--- src/core/bmrr_cfg.svh ---
// constants for the boot mode and running reset block
`ifndef BMRR_CFG_SVH
`define BMRR_CFG_SVH
`define BMRR_CFG3_SPI_SLAVE 3'h0
`define BMRR_CFG3_SPI_MASTER 3'h1
`define BMRR_CFG3_FLASH 3'h2
`define BMRR_CFG3_NO_BOOT 3'h3
`define BMRR_CFG2_SPI_SLAVE 2'h0
`define BMRR_CFG2_SPI_MASTER 2'h1
`define BMRR_CFG2_RESERVED 2'h2
`define BMRR_CFG2_NO_BOOT 2'h3
`define BMRR_PKG_LARGE 1'h1
`define BMRR_RUN_RST_NS 100
`define BMRR_CLK_NS 50
`define BMRR_RUN_RST_CYC ((`BMRR_RUN_RST_NS + `BMRR_CLK_NS - 1) / `BMRR_CLK_NS)
`define BMRR_RUN_RST_W 4
`endif

--- src/core/bmrr_pkg.sv ---
// types for the boot mode and running reset block
package bmrr_pkg;
  typedef enum logic [2:0] {
    BMRR_SRC_SPI_SLAVE = 3'h0,
    BMRR_SRC_SPI_MASTER = 3'h1,
    BMRR_SRC_FLASH = 3'h2,
    BMRR_SRC_NONE = 3'h3,
    BMRR_SRC_RESERVED = 3'h4
  } bmrr_src_e;
  typedef enum logic [1:0] {
    BMRR_ST_LATCH = 2'h0,
    BMRR_ST_BOOT = 2'h1,
    BMRR_ST_RUN = 2'h2,
    BMRR_ST_RUN_RST = 2'h3
  } bmrr_state_e;
endpackage

--- src/core/bmrr_decode.sv ---
// boot-select pin decoder for both package options
`timescale 1ns/1ns
`include "bmrr_cfg.svh"
module bmrr_decode
  import bmrr_pkg::*;
(
  input wire logic pkg_large,
  input wire logic [2:0] boot_select_pins_three,
  input wire logic [1:0] boot_select_pins_two,
  output bmrr_src_e src
);
  wire bmrr_src_e src_three;
  wire bmrr_src_e src_two;
  assign src_three = boot_select_pins_three[2] ? BMRR_SRC_RESERVED :
                     (boot_select_pins_three == `BMRR_CFG3_SPI_SLAVE) ? BMRR_SRC_SPI_SLAVE :
                     (boot_select_pins_three == `BMRR_CFG3_SPI_MASTER) ? BMRR_SRC_SPI_MASTER :
                     (boot_select_pins_three == `BMRR_CFG3_FLASH) ? BMRR_SRC_FLASH : BMRR_SRC_NONE;
  assign src_two = (boot_select_pins_two == `BMRR_CFG2_SPI_SLAVE) ? BMRR_SRC_SPI_SLAVE :
                   (boot_select_pins_two == `BMRR_CFG2_SPI_MASTER) ? BMRR_SRC_SPI_MASTER :
                   (boot_select_pins_two == `BMRR_CFG2_RESERVED) ? BMRR_SRC_RESERVED : BMRR_SRC_NONE;
  assign src = (pkg_large == `BMRR_PKG_LARGE) ? src_three : src_two;
endmodule // bmrr_decode

--- src/core/bmrr_top.sv ---
// boot mode selection and running reset control
`timescale 1ns/1ns
`include "bmrr_cfg.svh"
module bmrr_top
  import bmrr_pkg::*;
(
  input wire logic core_clk,
  input wire logic nrst,
  input wire logic pkg_large,
  input wire logic [2:0] boot_select_pins_three,
  input wire logic [1:0] boot_select_pins_two,
  input wire logic boot_done,
  input wire logic reset_out_running_reset_in_i,
  output logic reset_out_running_reset_in_o,
  output logic reset_out_running_reset_in_oe,
  output logic [2:0] boot_source,
  output logic boot_start,
  output logic boot_reserved,
  output logic rom_exec,
  output logic core_rst_n,
  output logic periph_rst_n,
  output logic pll_rst_n,
  output logic sdram_rst_n
);
  bmrr_state_e state_q, state_d;
  bmrr_src_e src_q;
  bmrr_src_e src_dec;
  logic [`BMRR_RUN_RST_W-1:0] cnt_q;
  logic pin_q;
  logic boot_start_q;
  logic run_req;
  logic cnt_done;

  // only these sources need a loader run; none and reserved go straight to run, and only none runs from rom
  function automatic logic src_loads(input bmrr_src_e s);
    return (s == BMRR_SRC_SPI_SLAVE) || (s == BMRR_SRC_SPI_MASTER) || (s == BMRR_SRC_FLASH);
  endfunction

  bmrr_decode u_dec (
    .pkg_large(pkg_large),
    .boot_select_pins_three(boot_select_pins_three),
    .boot_select_pins_two(boot_select_pins_two),
    .src(src_dec)
  );

  // pad read low while we drive it high
  assign run_req = (state_q == BMRR_ST_RUN) && pin_q && !reset_out_running_reset_in_i;
  assign cnt_done = (cnt_q == `BMRR_RUN_RST_W'(`BMRR_RUN_RST_CYC - 1));

  always_comb begin
    state_d = state_q;
    case (state_q)
      BMRR_ST_LATCH: begin
        // no boot goes straight to rom
        if (src_loads(src_dec)) begin
          state_d = BMRR_ST_BOOT;
        end else begin
          state_d = BMRR_ST_RUN;
        end
      end
      BMRR_ST_BOOT: if (boot_done) begin
        state_d = BMRR_ST_RUN;
      end
      BMRR_ST_RUN: if (run_req) begin
        state_d = BMRR_ST_RUN_RST;
      end
      // back to run, never to boot
      BMRR_ST_RUN_RST: if (cnt_done) begin
        state_d = BMRR_ST_RUN;
      end
      default: state_d = BMRR_ST_LATCH;
    endcase
  end

  always_ff @(posedge core_clk or negedge nrst) begin
    if (!nrst) begin
      state_q <= BMRR_ST_LATCH;
      src_q <= BMRR_SRC_NONE;
      cnt_q <= '0;
      pin_q <= 1'b0;
      boot_start_q <= 1'b0;
    end else begin
      state_q <= state_d;
      boot_start_q <= (state_q == BMRR_ST_LATCH) && (state_d == BMRR_ST_BOOT);
      pin_q <= (state_d == BMRR_ST_RUN);
      if (state_q == BMRR_ST_LATCH) begin
        src_q <= src_dec;
      end
      cnt_q <= (state_q == BMRR_ST_RUN_RST) ? cnt_q + 1'b1 : '0;
    end
  end

  // reset-out drives high while running; output enable off otherwise so the pad can be pulled
  assign reset_out_running_reset_in_o = 1'b1;
  assign reset_out_running_reset_in_oe = pin_q;
  assign boot_source = src_q;
  assign boot_start = boot_start_q;
  assign boot_reserved = (src_q == BMRR_SRC_RESERVED);
  assign rom_exec = (src_q == BMRR_SRC_NONE) && (state_q == BMRR_ST_RUN);
  assign core_rst_n = (state_q == BMRR_ST_RUN);
  assign periph_rst_n = (state_q != BMRR_ST_LATCH) && (state_q != BMRR_ST_RUN_RST);
  assign pll_rst_n = 1'b1;
  assign sdram_rst_n = (state_q != BMRR_ST_LATCH);

  AST_RUN_NO_BOOT: assert property (@(posedge core_clk) disable iff (!nrst)
    state_q == BMRR_ST_RUN_RST |=> state_q != BMRR_ST_BOOT && !boot_start)
    else $error("running reset started a boot");
  AST_RUN_KEEPS_SDRAM: assert property (@(posedge core_clk) disable iff (!nrst)
    state_q == BMRR_ST_RUN_RST |-> sdram_rst_n && pll_rst_n && !core_rst_n && !periph_rst_n)
    else $error("running reset domains wrong");
  AST_PIN_REQ: assert property (@(posedge core_clk) disable iff (!nrst)
    run_req |=> state_q == BMRR_ST_RUN_RST ##2 state_q == BMRR_ST_RUN)
    else $error("running reset request not served");
  AST_NOBOOT_ROM: assert property (@(posedge core_clk) disable iff (!nrst)
    state_q == BMRR_ST_LATCH && src_dec == BMRR_SRC_NONE |=> rom_exec && !boot_start)
    else $error("no boot did not run from rom");
  AST_BOOT_START: assert property (@(posedge core_clk) disable iff (!nrst)
    state_q == BMRR_ST_LATCH && src_dec inside {BMRR_SRC_SPI_SLAVE, BMRR_SRC_SPI_MASTER, BMRR_SRC_FLASH}
    |=> boot_start && boot_source == $past(src_dec) ##1 !boot_start)
    else $error("boot not started");
  AST_LARGE_FLASH: assert property (@(posedge core_clk) disable iff (!nrst)
    pkg_large && boot_select_pins_three == 3'h2 |-> src_dec == BMRR_SRC_FLASH)
    else $error("flash code misdecoded");
  AST_LARGE_RSVD: assert property (@(posedge core_clk) disable iff (!nrst)
    pkg_large && boot_select_pins_three[2] |-> src_dec == BMRR_SRC_RESERVED)
    else $error("reserved code misdecoded");
  AST_SMALL_CODES: assert property (@(posedge core_clk) disable iff (!nrst)
    !pkg_large |-> (boot_select_pins_two == 2'h2) == (src_dec == BMRR_SRC_RESERVED)
    && (boot_select_pins_two == 2'h3) == (src_dec == BMRR_SRC_NONE))
    else $error("small package misdecoded");

  AST_REQ_REFUSED: assert property (@(posedge core_clk) disable iff (!nrst)
    state_q == BMRR_ST_LATCH || state_q == BMRR_ST_BOOT
    |=> state_q != BMRR_ST_RUN_RST)
    else $error("running reset taken outside run");

  AST_OE_IN_RUN: assert property (@(posedge core_clk) disable iff (!nrst)
    state_q == BMRR_ST_RUN
    |-> reset_out_running_reset_in_oe && reset_out_running_reset_in_o)
    else $error("pad not driven high while running");

  AST_OE_OFF_RESET: assert property (@(posedge core_clk) disable iff (!nrst)
    state_q == BMRR_ST_RUN_RST
    |-> !reset_out_running_reset_in_oe)
    else $error("pad driven during running reset");

  AST_RUN_RST_WIDTH: assert property (@(posedge core_clk) disable iff (!nrst)
    state_q == BMRR_ST_RUN ##1 state_q == BMRR_ST_RUN_RST
    |=> state_q == BMRR_ST_RUN_RST ##1 state_q == BMRR_ST_RUN)
    else $error("running reset width wrong");

  AST_CNT_CLEAR: assert property (@(posedge core_clk) disable iff (!nrst)
    state_q != BMRR_ST_RUN_RST
    |=> cnt_q == '0)
    else $error("width counter not cleared");

  AST_LATCH_ONCE: assert property (@(posedge core_clk) disable iff (!nrst)
    state_q == BMRR_ST_LATCH
    |=> state_q != BMRR_ST_LATCH)
    else $error("boot pins latched twice");

  AST_BOOT_WAITS: assert property (@(posedge core_clk) disable iff (!nrst)
    state_q == BMRR_ST_BOOT && !boot_done
    |=> state_q == BMRR_ST_BOOT)
    else $error("boot left before load finished");

  AST_BOOT_ENDS: assert property (@(posedge core_clk) disable iff (!nrst)
    state_q == BMRR_ST_BOOT && boot_done
    |=> state_q == BMRR_ST_RUN && core_rst_n)
    else $error("core not released after load");

  AST_BOOT_DOMAINS: assert property (@(posedge core_clk) disable iff (!nrst)
    state_q == BMRR_ST_BOOT
    |-> !core_rst_n && periph_rst_n && sdram_rst_n && pll_rst_n)
    else $error("reset domains wrong while loading");

  AST_START_NEEDS_SRC: assert property (@(posedge core_clk) disable iff (!nrst)
    boot_start
    |-> src_loads(src_q))
    else $error("loader started without a source");

  AST_RSVD_NO_BOOT: assert property (@(posedge core_clk) disable iff (!nrst)
    state_q == BMRR_ST_LATCH && src_dec == BMRR_SRC_RESERVED
    |=> boot_reserved && !boot_start && !rom_exec && core_rst_n)
    else $error("reserved code handled wrong");

  AST_LARGE_SLAVE: assert property (@(posedge core_clk) disable iff (!nrst)
    pkg_large && boot_select_pins_three == 3'h0
    |-> src_dec == BMRR_SRC_SPI_SLAVE)
    else $error("slave code misdecoded");

  AST_LARGE_MASTER: assert property (@(posedge core_clk) disable iff (!nrst)
    pkg_large && boot_select_pins_three == 3'h1
    |-> src_dec == BMRR_SRC_SPI_MASTER)
    else $error("master code misdecoded");

  AST_LARGE_NONE: assert property (@(posedge core_clk) disable iff (!nrst)
    pkg_large && boot_select_pins_three == 3'h3
    |-> src_dec == BMRR_SRC_NONE)
    else $error("no boot code misdecoded");

  AST_SMALL_SLAVE: assert property (@(posedge core_clk) disable iff (!nrst)
    !pkg_large && boot_select_pins_two == 2'h0
    |-> src_dec == BMRR_SRC_SPI_SLAVE)
    else $error("small slave code misdecoded");

  AST_SMALL_MASTER: assert property (@(posedge core_clk) disable iff (!nrst)
    !pkg_large && boot_select_pins_two == 2'h1
    |-> src_dec == BMRR_SRC_SPI_MASTER)
    else $error("small master code misdecoded");

  AST_RUN_STAYS: assert property (@(posedge core_clk) disable iff (!nrst)
    state_q == BMRR_ST_RUN && !run_req
    |=> state_q == BMRR_ST_RUN)
    else $error("run left without a request");

  AST_SRC_HELD: assert property (@(posedge core_clk) disable iff (!nrst)
    state_q != BMRR_ST_LATCH
    |=> $stable(src_q))
    else $error("boot source changed after latch");
endmodule // bmrr_top

--- config.mk ---
export PLATFORM = sky130hd
export DESIGN_NAME = bmrr_top
export DESIGN_NICKNAME = d
export VERILOG_FILES = /design/src/core/bmrr_pkg.sv /design/src/core/bmrr_decode.sv /design/src/core/bmrr_top.sv
export VERILOG_INCLUDE_DIRS = /design/src /design/src/core
export SDC_FILE = /design/constraint.sdc
export NUM_CORES = 1
export LEC_CHECK = 0
export ABC_CLOCK_PERIOD_IN_PS = 4100
export BUFFER_PORTS_ARGS = -buffer_cell sky130_fd_sc_hd__buf_2
export CAP_MARGIN = 20
export CELL_PAD_IN_SITES_DETAIL_PLACEMENT = 1
export CELL_PAD_IN_SITES_GLOBAL_PLACEMENT = 2
export CORE_ASPECT_RATIO = 0.9
export CORE_UTILIZATION = 31
export CTS_CLUSTER_DIAMETER = 200
export DETAILED_ROUTE_END_ITERATION = 10
export PLACE_DENSITY = 0.83
export SETUP_SLACK_MARGIN = 0.4
export SLEW_MARGIN = 20
export SYNTH_ARGS = -nofsm -noshare
export SYNTH_HDL_FRONTEND = slang
export SYNTH_SLANG_ARGS = --single-unit
--- constraint.sdc ---
create_clock -name core_clk -period 4.1 [get_ports core_clk]
set_input_delay 0.205 -clock core_clk [delete_from_list [all_inputs] [get_ports core_clk]]
set_output_delay 0.205 -clock core_clk [all_outputs]
set_load 0.02 [all_outputs]
# After elaboration in Yosys (flattened, before gate mapping)
# Index checks and enable logic that the tools add are counted.
[word_totals] reg_bits=11 latch_bits=0 mem_bits_rw=0 romBits=0 in_bits=10 output_inout_bits=12 word_cells=48 n_memories=0
[op_classes] addsub=1 multipliers=0 n_div=0 magnitude_cmp=0 eq_ne=15 shift=0 muxes=14 bitwise_logic=0 n_reduce_logical=13
[op_table] op="3-bit two-way mux" count=7
[op_table] op="3-bit by 2-bit equality test with 1-bit output, second input constant" count=3
[op_table] op="2-bit equality test, second input constant" count=4
[op_table] op="2-bit two-way mux" count=4
[op_table] op="2-bit one-hot mux with 4 select lines" count=1
[op_table] op="2-bit by 1-bit equality test with 1-bit output, second input constant" count=3
[op_table] op="3-bit by 1-bit equality test with 1-bit output, second input constant" count=2
[op_table] op="3-bit zero test" count=2
[op_table] op="1-bit logical AND" count=5
[op_table] op="4-bit by 1-bit adder with 4-bit output, second input constant" count=1
[op_table] op="4-bit by 1-bit equality test with 1-bit output, second input constant" count=1
[op_table] op="2-bit zero test" count=2
[op_table] op="4-bit two-way mux" count=1
[op_table] op="3-bit equality test, second input constant" count=1
[op_table] op="1-bit logical OR" count=2
[op_table] op="2-bit != test, second input constant" count=1
[op_table] op="2-bit nonzero test" count=1
[op_table] op="1-bit zero test" count=1
[op_table] op="1-bit two-way mux" count=1

# Depth between registers and ports, before layout
[logic_depth] depth_word=13 ltp_mapped=6 depth_no_buf=5

# Cells and area by module
# A second synthesis with hierarchy kept.
[hier_totals] hier_cells=59 hier_area_um2=646.9
[modules_own_cells] mod="bmrr_top" n_inst=1 cells_per_inst=52 area_per_inst_um2=595.6 seq_area_each_um2=277.8
[modules_own_cells] mod="bmrr_decode" n_inst=1 cells_per_inst=7 area_per_inst_um2=51.3 seq_area_each_um2=0.0

# Least setup slack after synthesis
# OpenSTA, ideal clock, no wires.
[synth_path] path_type="register to register" start="register cnt_q[1]" end="register state_q[0]" setup_time_ns=0.121 arrival_ns=1.400 t_required_ns=3.979 path_slack_ns=2.579 path_stages_with_launch=6 period_less_slack_ns=1.521 path_cell_list="dfrtp_1 inv_1 ha_1 or3b_1 a221o_1 a22o_2"
[synth_between] elab_chain_cells=3
[synth_rtl] element="start: declaration" line_no="bmrr_top.sv:28" text="logic [`BMRR_RUN_RST_W-1:0] cnt_q;"
[synth_rtl] element="start signal: assignment" line_no="bmrr_top.sv:89" text="cnt_q <= (state_q == BMRR_ST_RUN_RST) ? cnt_q + 1'b1 : '0;"
[synth_rtl] element="4-bit by 1-bit equality test with 1-bit output" line_no="bmrr_top.sv:48" text="assign cnt_done = (cnt_q == `BMRR_RUN_RST_W'(`BMRR_RUN_RST_CYC - 1));"
[synth_rtl] element="2-bit two-way mux" line_no="bmrr_top.sv:68" text="BMRR_ST_RUN_RST: if (cnt_done) begin"
[synth_rtl] element="2-bit one-hot mux with 4 select lines" line_no="bmrr_top.sv:52" text="case (state_q)"
[synth_rtl] element="via state_d[0]" line_no="bmrr_top.sv:25" text="bmrr_state_e state_q, state_d;"
[synth_rtl] element="end signal: assignment" line_no="bmrr_top.sv:83" text="state_q <= state_d;"
[synth_rtl] element="end: declaration" line_no="bmrr_top.sv:25"
# The timed path passes the listed nets, and every way through them passes these cells.
# A chain may end at the register's enable or synchronous reset.

# Final worst setup path
[layout_path] start="register state_q[0]" end="output port sdram_rst_n"
[layout_between] elab_chain_cells=1
[layout_rtl] element="2-bit nonzero test" line_no="bmrr_top.sv:103" text="assign sdram_rst_n = (state_q != BMRR_ST_LATCH);"
[layout_rtl] element="end: declaration" line_no="bmrr_top.sv:23" text="output logic sdram_rst_n"
# No other way between the ends.

==> parameters.txt <==
Parameter                              Value

STA
  Endpoints failing hold    0
  Final worst-path setup slack    approximately 2.4 ns
  Part of the cycle the worst path needs    between 40 and 50%
  Max-slew headroom    64.94%
  Final slew viol count    0
  Setup-violating endpoint count in the final report    0
  Unrepaired setup endpoints after global routing    false
  Worst-margin pin slew    0.5186 ns
  Total Negative Setup Slacks    0 ns
  Final critical path time including I/O delays and setup    1.735 ns
  Post-route worst hold slack    between 0.2 and 0.25 ns
  Worst clock skew    between 0.002 and 0.0025 ns
  Fmax    a little under 600 MHz

Synth
  Most used standard cell by instance count after synthesis    dfrtp_1
  Sequential fraction of the synthesis area    a little over two fifths
  Async SR Flop Fraction    between 90% and 100%
  Leading area contributor after synthesis    dfrtp_1
  Post-synth design cell area    between 600 and 700 µm²
  Dominant synthesized flop cell    dfrtp_1
  Leading post-synthesis cells by cell area    dfrtp_1 35%, ha_1 14%, dfstp_2 8.2%
  Cell count after synthesis    60
  Post-synthesis average cell area    between 10 and 15 µm²
  Yosys warning count    0
  Leading post-synthesis cells by instance count    9 x dfrtp_1, 7 x ha_1, 6 x nor2_1
  Count of cell types in the netlist    27
  Number of flops mapped to enable cells by yosys    0
  Number of storage elements in the synthesis netlist    11
  Area share of the largest cell type after synthesis    between 30% and 40%

Global routing
  First-pass GRT wire length    2249 µm
  GRT Residual Overflow    0
  Maximum number of pins on one net before global-route repair    12
  Global Route Usage Sum    a little over an eighth
  Met2 GRT Util    21.89%
  Met1 track utilization from global routing    a little under a fifth
  Antenna violations before repair    0
  GRT met3 Usage    3.030%
  Most heavily used metal layer in global routing    met2
  Via count of the first global-routing pass    just under 500

Clock tree
  Count of clock tree sinks    11
  CTS tree    done
  Maximum clock path buffer count    2
  CTS clock-pin slew for the worst setup and hold paths    around 0.07 ns
  Count of buffers added by post-CTS timing repair for setup    0
  Clk_lat worst skew    approximately 0.26 ns
  TritonCTS Buffers    3
  CTS HTree Levels    1
  Clock tree root buffer cell    clkbuf_4
  Count of cells resized by post-cts repair    0

Worst setup path
  Arr. time, crit path    ~1.5 ns
  Reg-to-reg setup timing slack    2.51 ns
  Crit path kind    reg2out
  Maximum fanout encountered on the critical timing path    11
  Category of the worst setup path launch point    flip-flop
  Required time at the worst-slack endpoint    approximately 3.9 ns
  Number of cells traversed by the worst register-to-register path    5
  Reg-to-reg endpoint    state_q[0]$_DFF_PN0_
  Kind of end point of the critical path    output port
  Reg-to-reg critical path startpoint    cnt_q[1]$_DFF_PN0_

Finish
  Layout Area Growth over Synthesis    21.96%
  Fraction of layout instances using a drive strength above 1    32.93%
  Number of antenna diodes    0
  Number of cells in the finished layout apart from fillers    107
  Utilization after layout    ~40%
  Number of fill cells in the layout    approximately 240
  Net count reported at finish    100
  Post-route cell area    roughly 780 µm²
  Area taken by flip-flops and latches    about 280 µm²
  Multi-input combinational cell area    319.1 µm²

Worst hold path
  Hold crit path type    in2reg
  Critical hold path startpoint    boot_select_pins_three[1]
  Number of cells on the worst hold path    3
  Worst hold path endpoint    boot_source[1]$_DFFE_PN1P_

Drt
  Final WL    1330 µm
  Total number of vias    roughly 510
  First DRT Iteration DRCs    1
  Residual DRC count    0
  Iteration count of the initial detailed-routing pass    3
  Routed wire length per instance    between 10 and 15 µm
  Antenna-violating nets left    0
  Via-per-instance ratio    between 4 and 5

Pwr
  Power density over the cells    684.6 nW/µm²
  Leakage power summed over all cells    roughly 0.40 nW
  PnR Total Power    532.8 µW
  Worst vdd rail ir drop    between 0.2 and 0.25 mV

Placement
  DP Worst Slack    between 2 and 3 ns
  Placer congestion estimate    0.7420
  Count of buffers inserted at the top-level ports    19
  Total placed cells including tap cells    roughly 100
  Estimated wirelength of the detail-placed design    1065 µm
  Area after detailed placement    approximately 740 µm²

Outcome
  Run status    finished clean

Die
  Total core area    a little under 2000 µm²
  Placement Rows    15
  Die extent in y    approximately 45 µm
  Initial standard-cell utilization of the core    between 30% and 40%
  Total Die Area    around 2200 µm²
  Die width    about 50 µm
  Boundary Pins    22

Flow run
  Reported max-cap violation count    0
## worst max path at each step
| stage | endpoint | depth (start not counted) | slack (ns) | from |
|---|---|---|---|---|
| after CTS | sdram_rst_n | 4 | 2.33 | state_q[0]$_DFF_PN0_ |
| after detailed placement | state_q[0]$_DFF_PN0_ | 5 | 2.52 | cnt_q[1]$_DFF_PN0_ |
| after global routing | sdram_rst_n | 4 | 2.21 | state_q[0]$_DFF_PN0_ |
| after global placement | state_q[1]$_DFF_PN0_ | 4 | 2.53 | state_q[0]$_DFF_PN0_ |
| after floorplan | state_q[0]$_DFF_PN0_ | 5 | 2.58 | cnt_q[1]$_DFF_PN0_ |
| final | sdram_rst_n | 4 | 2.36 | state_q[0]$_DFF_PN0_ |
## cell usage in the layout (no fill, tap or decap), types with 2 or more instances in the layout
| master | n |
|---|---|
| clkbuf_4 | 3 |
| conb_1 | 2 |
| buf_2 | 19 |
| dfstp_2 | 2 |
| dfrtp_1 | 9 |
| inv_1 | 5 |
| a221oi_1 | 2 |
| ha_1 | 7 |
| nor2_1 | 6 |
| nor2b_1 | 3 |
| a21oi_1 | 4 |
| and2_1 | 3 |
## where the power goes
part	switching (mW)	internal [mW]	total, mW
registers	0.0313	0.153	0.185
clock network	0.0356	0.0376	0.0732
logic	0.169	0.106	0.275
total	0.236	0.297	0.533
## layer usage
| metal | wire length (µm) | share of wire (%) |
|---|---|---|
| met1 | 643 | 48 |
| met4 | 8 | 0.60 |
| met5 | 0 | 0 |
| met3 | 54 | 4.1 |
| met2 | 624 | 47 |
## critical path: stages (launching register included)
cell and delay [ns]:
dfrtp_1 0.41, inv_1 0.13, ha_1 0.41, inv_1 0.13, buf_2 0.18
## kinds of logic after synthesis
family                   synth area share, %
AO/OA/AOI/OAI                          13.53
flip-flops                             43.53
AND/OR/NAND/NOR                        18.82
XOR/XNOR                               2.746
buffers and inverters                  7.058
adder cells (fa/ha/maj)                13.72
other                                 0.5877
## state kept, by name, indices dropped and copies added (netlist names)
| register | cells |
|---|---|
| boot_start | 1 |
| state_q | 2 |
| reset_out_running_reset_in_oe | 1 |
| boot_source | 3 |
| cnt_q | 4 |
## area by class of cell
cell class,instances,share of cell area (%)
sequential,11,35.69
inverter,5,2.412
tap,25,4.019
timing repair buffer,20,13.50
clock buffer,4,3.376
multi-input combinational,42,41.00
## timing repair
item,4_1_cts,5_1_grt
endpoints found under the hold margin,9,0
hold buffers,1,0
setup endpoints to repair,0,0
No activity file was read; power rests on OpenSTA's default activity.
